**config.mk**
```make
export PLATFORM = sky130hd
export DESIGN_NAME = pbc_core
export DESIGN_NICKNAME = d
export VERILOG_FILES = /design/src/rtl/pbc_pkg.sv /design/src/rtl/pbc_core.sv
export SDC_FILE = /design/constraint.sdc
export NUM_CORES = 1
export LEC_CHECK = 0
export BUFFER_PORTS_ARGS = -buffer_cell sky130_fd_sc_hd__buf_2
export CORE_MARGIN = 2
export CORE_UTILIZATION = 55
export CTS_CLUSTER_DIAMETER = 80
export CTS_CLUSTER_SIZE = 8
export DETAILED_ROUTE_END_ITERATION = 16
export GPL_TIMING_DRIVEN = 1
export PLACE_DENSITY = 0.84
export SLEW_MARGIN = 10
export SYNTH_ARGS = -nofsm -noshare
export SYNTH_HDL_FRONTEND = slang
export SYNTH_SLANG_ARGS = --single-unit
```
**constraint.sdc**
```tcl
create_clock -name clk_i -period 8.96 [get_ports clk_i]
set_input_delay 0.896 -clock clk_i [delete_from_list [all_inputs] [get_ports clk_i]]
set_output_delay 0.896 -clock clk_i [all_outputs]
set_load 0.01 [all_outputs]
```
**src/rtl/pbc_pkg.sv**
```systemverilog
// Package for the priority encode / BCD convert datapath.
// Assumes a single 200 MHz clock domain and a plain register port.
package pbc_pkg;
  localparam int unsigned DATA_W = 16;
  localparam int unsigned ADDR_W = 4;
  // Register offsets
  localparam logic [3:0] OFF_SRC = 4'h0;
  localparam logic [3:0] OFF_MATH_LO = 4'h1;
  localparam logic [3:0] OFF_MATH_HI = 4'h2;
  localparam logic [3:0] OFF_CMD = 4'h3;
  localparam logic [3:0] OFF_DEST = 4'h4;
  localparam logic [3:0] OFF_ARITH = 4'h5;
  localparam logic [3:0] OFF_MINOR = 4'h6;
  localparam logic [3:0] OFF_IRQ_STAT = 4'h7;
  localparam logic [3:0] OFF_IRQ_MASK = 4'h8;
  // Command field positions
  localparam int unsigned CMD_GO_BIT = 0;
  localparam int unsigned CMD_BCD_BIT = 1;
  localparam int unsigned CMD_MATH_BIT = 2;
  // Arithmetic status bit positions
  localparam int unsigned ST_CARRY = 0;
  localparam int unsigned ST_OVF = 1;
  localparam int unsigned ST_ZERO = 2;
  localparam int unsigned ST_SIGN = 3;
  // Interrupt status bit positions
  localparam int unsigned IRQ_DONE = 0;
  localparam int unsigned IRQ_OVF = 1;
  // Reset values
  localparam logic [15:0] RST_WORD = 16'h0000;
  localparam logic [1:0] RST_IRQ = 2'h0;
  // Limits
  localparam logic [16:0] MAX_POS = 17'h07fff;
  localparam logic [3:0] BCD_MAX_DIGIT = 4'h9;

  typedef struct packed {
    logic sign;
    logic zero;
    logic ovf;
    logic carry;
  } pbc_flags_t;

  typedef struct packed {
    logic [15:0] value;
    pbc_flags_t flags;
    logic minor_err;
  } pbc_result_t;
endpackage

```
**src/rtl/pbc_core.sv**
```systemverilog
// Priority encoder and BCD-to-binary converter with register port.
// Assumes synchronous register strobes, one op per write of the go bit.
// Functional notes
// - Encode scans from bit 0 upward
// - Index in bits 3..0, upper bits zero
// - Zero source gives zero, sets zero flag
// - Encode overflow when several bits set
// - Encode overflow leaves trap bit alone
// - Zero flag follows written result
// - Convert packed BCD to binary
// - Word source holds four digits
// - Math source: four low, one high digit
// - Convert overflow: bad digit or above 32767
// - Convert overflow also sets minor error
`timescale 1ns/1ps
module pbc_core (
  input wire logic clk_i,
  input wire logic rst_i,
  input wire logic [3:0] addr_i,
  input wire logic [15:0] wdata_i,
  input wire logic wr_i,
  input wire logic rd_i,
  output logic [15:0] rdata_o,
  output logic irq_o
);
  typedef enum logic [1:0] {PBC_IDLE, PBC_EXEC} pbc_state_t;

  function automatic logic hit(input logic [3:0] a, input logic [3:0] off);
    hit = wr_i && (a == off);
  endfunction

  function automatic pbc_pkg::pbc_result_t do_encode(input logic [15:0] src);
    pbc_pkg::pbc_result_t r;
    int unsigned cnt;
    r = '0;
    cnt = 0;
    for (int i = 15; i >= 0; i--)
    begin
      if (src[i])
      begin
        r.value = {12'h000, 4'(i)};
      end
    end
    for (int i = 0; i < 16; i++)
    begin
      cnt = cnt + 32'(src[i]);
    end
    r.flags.ovf = (cnt > 1);
    r.flags.zero = (r.value == 16'h0000);
    r.flags.carry = 1'b0;
    r.flags.sign = 1'b0;
    r.minor_err = 1'b0;
    return r;
  endfunction

  function automatic pbc_pkg::pbc_result_t do_bcd(input logic [15:0] lo, input logic [15:0] hi,
                                                   input logic math);
    pbc_pkg::pbc_result_t r;
    logic bad;
    logic [16:0] acc;
    logic [3:0] d;
    r = '0;
    bad = 1'b0;
    // Top digit only from the high math word; word source keeps four digits
    d = math ? hi[3:0] : 4'h0;
    if (math && (hi[15:4] != 12'h000 || d > pbc_pkg::BCD_MAX_DIGIT))
    begin
      bad = 1'b1;
    end
    acc = 17'(d);
    for (int k = 3; k >= 0; k--)
    begin
      d = lo[4*k +: 4];
      if (d > pbc_pkg::BCD_MAX_DIGIT)
      begin
        bad = 1'b1;
      end
      acc = 17'(acc * 17'd10) + 17'(d);
    end
    r.flags.ovf = bad || (acc > pbc_pkg::MAX_POS);
    r.minor_err = r.flags.ovf;
    // Overflowed results are masked to 15 bits; value is undefined anyway
    r.value = {1'b0, acc[14:0]};
    r.flags.zero = (r.value == 16'h0000);
    r.flags.carry = 1'b0;
    r.flags.sign = 1'b0;
    return r;
  endfunction

  // Operand words; software owns them, the datapath only reads them
  logic [15:0] src_q, src_d, lo_q, lo_d, hi_q, hi_d;
  // Sequencer: one busy cycle per accepted go
  pbc_state_t st_q, st_d;
  logic bcd_q, bcd_d, math_q, math_d;
  // Results of the last op
  logic [15:0] dest_q, dest_d, arith_q, arith_d;
  logic minor_q, minor_d;
  // Sticky event bits and their mask
  logic [1:0] ist_q, ist_d, imask_q, imask_d;
  logic irq_d;
  // Read port
  logic [15:0] rdata_d;
  logic go;
  logic exec;
  pbc_pkg::pbc_result_t res;

  // Registered operands: a write in the busy cycle lands after the result
  always_comb
  begin
    res = bcd_q ? do_bcd(math_q ? lo_q : src_q, hi_q, math_q) : do_encode(src_q);
    go = hit(addr_i, pbc_pkg::OFF_CMD) && wdata_i[pbc_pkg::CMD_GO_BIT];
    exec = (st_q == PBC_EXEC);
  end

  always_comb
  begin
    src_d = src_q;
    lo_d = lo_q;
    hi_d = hi_q;
    if (hit(addr_i, pbc_pkg::OFF_SRC))
    begin
      src_d = wdata_i;
    end
    if (hit(addr_i, pbc_pkg::OFF_MATH_LO))
    begin
      lo_d = wdata_i;
    end
    if (hit(addr_i, pbc_pkg::OFF_MATH_HI))
    begin
      hi_d = wdata_i;
    end
  end

  always_ff @(posedge clk_i or posedge rst_i)
  begin
    if (rst_i)
    begin
      src_q <= pbc_pkg::RST_WORD;
      lo_q <= pbc_pkg::RST_WORD;
      hi_q <= pbc_pkg::RST_WORD;
    end
    else
    begin
      src_q <= src_d;
      lo_q <= lo_d;
      hi_q <= hi_d;
    end
  end

  // A go seen while busy is dropped, not queued
  always_comb
  begin
    st_d = st_q;
    bcd_d = bcd_q;
    math_d = math_q;
    case (st_q)
      PBC_IDLE:
      begin
        if (go)
        begin
          bcd_d = wdata_i[pbc_pkg::CMD_BCD_BIT];
          math_d = wdata_i[pbc_pkg::CMD_MATH_BIT];
          st_d = PBC_EXEC;
        end
      end
      PBC_EXEC:
      begin
        st_d = PBC_IDLE;
      end
      default:
      begin
        st_d = PBC_IDLE;
      end
    endcase
  end

  always_ff @(posedge clk_i or posedge rst_i)
  begin
    if (rst_i)
    begin
      st_q <= PBC_IDLE;
      bcd_q <= 1'b0;
      math_q <= 1'b0;
    end
    else
    begin
      st_q <= st_d;
      bcd_q <= bcd_d;
      math_q <= math_d;
    end
  end

  // The op overrides bits 3..0 of a same-cycle ARITH write; a same-cycle MINOR write stands unless minor_err sets the bit
  always_comb
  begin
    dest_d = dest_q;
    arith_d = arith_q;
    minor_d = minor_q;
    if (hit(addr_i, pbc_pkg::OFF_ARITH))
    begin
      arith_d = wdata_i;
    end
    if (hit(addr_i, pbc_pkg::OFF_MINOR))
    begin
      minor_d = wdata_i[0];
    end
    if (exec)
    begin
      dest_d = res.value;
      arith_d[3:0] = res.flags;
      // Encode never raises minor_err, so the trap bit keeps its value
      if (res.minor_err)
      begin
        minor_d = 1'b1;
      end
    end
  end

  always_ff @(posedge clk_i or posedge rst_i)
  begin
    if (rst_i)
    begin
      dest_q <= pbc_pkg::RST_WORD;
      arith_q <= pbc_pkg::RST_WORD;
      minor_q <= 1'b0;
    end
    else
    begin
      dest_q <= dest_d;
      arith_q <= arith_d;
      minor_q <= minor_d;
    end
  end

  always_comb
  begin
    imask_d = imask_q;
    ist_d = ist_q;
    if (hit(addr_i, pbc_pkg::OFF_IRQ_MASK))
    begin
      imask_d = wdata_i[1:0];
    end
    if (hit(addr_i, pbc_pkg::OFF_IRQ_STAT))
    begin
      ist_d = ist_q & ~wdata_i[1:0];
    end
    // Set wins over a same-cycle clear, so no event is lost
    if (exec)
    begin
      ist_d[pbc_pkg::IRQ_DONE] = 1'b1;
      if (res.flags.ovf)
      begin
        ist_d[pbc_pkg::IRQ_OVF] = 1'b1;
      end
    end
    // Built from next state so the pin does not trail the status bits
    irq_d = |(ist_d & imask_d);
  end

  always_ff @(posedge clk_i or posedge rst_i)
  begin
    if (rst_i)
    begin
      ist_q <= pbc_pkg::RST_IRQ;
      imask_q <= pbc_pkg::RST_IRQ;
      irq_o <= 1'b0;
    end
    else
    begin
      ist_q <= ist_d;
      imask_q <= imask_d;
      irq_o <= irq_d;
    end
  end

  // Read data stand for one cycle only and are zero otherwise
  always_comb
  begin
    rdata_d = 16'h0000;
    if (rd_i)
    begin
      case (addr_i)
        pbc_pkg::OFF_SRC: rdata_d = src_q;
        pbc_pkg::OFF_MATH_LO: rdata_d = lo_q;
        pbc_pkg::OFF_MATH_HI: rdata_d = hi_q;
        pbc_pkg::OFF_CMD: rdata_d = {15'h0000, exec};
        pbc_pkg::OFF_DEST: rdata_d = dest_q;
        pbc_pkg::OFF_ARITH: rdata_d = arith_q;
        pbc_pkg::OFF_MINOR: rdata_d = {15'h0000, minor_q};
        pbc_pkg::OFF_IRQ_STAT: rdata_d = {14'h0000, ist_q};
        pbc_pkg::OFF_IRQ_MASK: rdata_d = {14'h0000, imask_q};
        default: rdata_d = 16'h0000;
      endcase
    end
  end

  always_ff @(posedge clk_i or posedge rst_i)
  begin
    if (rst_i)
    begin
      rdata_o <= 16'h0000;
    end
    else
    begin
      rdata_o <= rdata_d;
    end
  end
endmodule // pbc_core

```
==> flow_summary.yaml <==
run_status:
  status: "finished clean"
logic_synthesis:
  synth_top_area_frac: 0.3248
  ys_ff_latch: 104
  synth_flop_cell: "dfrtp_1"
  synthTopCellsByArea: "dfrtp_1 32%, ha_1 13%, mux2_2 9.1%, fa_1 4.5%, xnor2_1 3.9%"
  syn-instance-count: 808
  yosysSeqAreaShare: 0.3248
  synth_cell_type_count: 69
  synthArstFlopShare: 1.000
  syn_area_mm2: 0.008011
  synth_edf_count: 0
  synth.avg_cell_area_um2: 9.915
  syn-num-nets: 933
  yosys.area.top_type: "dfrtp_1"
  yosysWarnings: 0
placed_design:
  dp_hpwl_um: 14730
  placedInstanceArea_mm2: 0.008431
  place_congestion: 0.9574
  post-place-ws_ns: 0.4375
  io_buffer_count: 40
clock_network:
  h-tree-depth: 3
  postCtsResizedCells: 0
  clk_pin_slew_worst_paths_ns: 0.07
  cts_buffer_depth: 2
  clk_latency_ns: 0.35
  cts_setup_buffers: 0
  tritoncts: "yes"
  root_buffer: "clkbuf_16"
  cts_sinks: 104
  cts_buffers: 9
  hold_buffers: 0
critical_path:
  cp_max_fo: 29
  endpoint_kind: "flop"
  slowest_delay_ns: 0.57
  worst_setup_path_start_kind: "flop"
  crit_top_cell: "ha_1"
  regToRegSetupSlack_ns: 0.60
  worstSetupPathType: "reg -> reg"
  required_ns: 9.18
  crit_arrival_ns: 8.58
  crit_path_top_delay_cell: "or4_4"
grt:
  first_global_vias: 6706
  grt_pass1_wl_um: 33050
  antenna_found_initial: 1
  grt_max_degree: 81
  track_usage: 0.2592
  grt_overflow: 0
timing:
  tightest_slew_ns: 1.082
  rsz0062_at_grt: "false"
  hold_viol: 0
  min_period_over_period: 0.9325
  fin_crit_ns: 8.355
  tns_ns: 0
  max_freq_ghz: 0.1197
  clock_skew_ns: 0.007350
  slew_headroom: 0.2787
  setup_violations: 0
  maxSlewViolCount: 0
  finalWorstSetupSlack_ns: 0.6047
detailed_routing:
  drt_iter0_drc: 567
  routed_via_density: 6.352
  ant_nets: 0
  routed_wl_um: 19980
  dr_total_vias: 6574
  drc: 0
  drt_pass1_iterations: 9
  wl_per_cell_um: 19.30
layout:
  nets: 971
  final_common_cell: "dfrtp_1"
  seq_area_mm2: 0.002603
  multi_input_area_mm2: 0.005124
  fillers: 1151
  layout-drive-gt1-share: 0.1763
  most-common-layout-cells: "104 x dfrtp_1, 83 x ha_1, 65 x mux2_2, 63 x inv_1, 53 x a21oi_1"
  syn_to_final_growth_pct: 9.605
  n_antenna_cell: 0
  postLayoutCellArea_mm2: 0.008781
floorplan:
  die_x_um: 124.7
  die_area_mm2: 0.01555
  die_h_um: 124.7
  io_pins: 41
  core-area_mm2: 0.01437
  fp-row-count: 44
  start_util: 0.5576
min_path:
  hold_path_class: "in -> async"
flow_run:
  maxCapViolCount: 0
==> critical path, delay by kind of cell, from the launching register on <==
kind / cells / cell delay, ns
AND/OR/NAND/NOR: 7 / 1.61
adder cells (fa/ha/maj): 9 / 2.63
buffers and inverters: 3 / 0.42
XOR/XNOR: 8 / 2.04
flip-flops: 1 / 0.35
AO/OA/AOI/OAI: 6 / 1.18
==> cell type report <==
type / count / share of cell area
Clock buffer: 10 / 0.02608
Clock inverter: 6 / 0.01097
Inverter: 64 / 0.02764
Multi-Input combinational cell: 620 / 0.5835
Sequential cell: 104 / 0.2964
Tap cell: 184 / 0.02622
Timing Repair Buffer: 47 / 0.02921
==> flip-flops by register name, summed over array words and instances, names as in the netlist, 2 cells and up <==
signal and count:
dest_q 15, rdata_o 16, ist_q 2, imask_q 2, arith_q 16, hi_q 16
src_q 16, lo_q 16
==> per-layer routing <==
metal	wire length (um)	track usage
met1	8137	0.3318
met2	9834	0.4166
met3	1458	0.07131
met4	530	0.1058
met5	17	0
==> path summary, 6_finish.rpt <==
path / from / endpoint / depth (start not counted)
max in group asynchronous: rst_i / rdata_o[11] / 3
min reg2reg: arith_q[12] / arith_q[12] / 1
min: rst_i / hi_q[4] / 2
min in group clk_i: arith_q[12] / arith_q[12] / 1
max: math_q / irq_o / 33
max reg2reg: math_q / irq_o / 33
==> synthesized netlist by cell type (all sizes together) (2+ instances only) <==
master  count
a22oi      14
nand2b     12
mux2i      12
inv        64
a21oi      53
mux2       65
fa         18
a31oi       6
dfrtp     104
xnor2      37
nor3       15
and3b       2
nand4b      2
or3         2
and3        4
o21ai      42
o22ai      11
nor3b       3
or4         3
nor4       15
and4b       2
and2        4
a41oi       2
clkbuf     17
a222oi     14
o21a        7
o211ai      6
buf         3
nand3      17
a221oi      2
nand3b      4
o21bai      5
nor2b       3
o311a       2
nor4b       2
nand2      42
nor2       42
a21o        9
nand4       8
o31a        3
a211oi      8
ha         83
or2         2
xor2       24
==> per-stage QoR <==
step           hold slack (ns)    util  cells
2_1_floorplan           0.4721       -    808
3_3_place_gp            0.4867  0.5867   1019
3_5_place_dp            0.4948  0.5867   1019
4_1_cts                 0.5091  0.6094   1035
5_1_grt                 0.5294  0.6111   1035
6_report                0.5059  0.6111   1035
==> cells by family after synthesis <==
family / synth area share
and+or+nand+nor: 0.1231
muxes: 0.1064
buffers and inverters: 0.03951
adders and majority gates: 0.1746
other: 0.0004681
AOI/OAI and AO/OA: 0.1607
xor gates and xnor gates: 0.07044
DFF: 0.3248
Power is not shown: default switching activity piles up to over one toggle a cycle in this logic, so the estimate is an artifact.
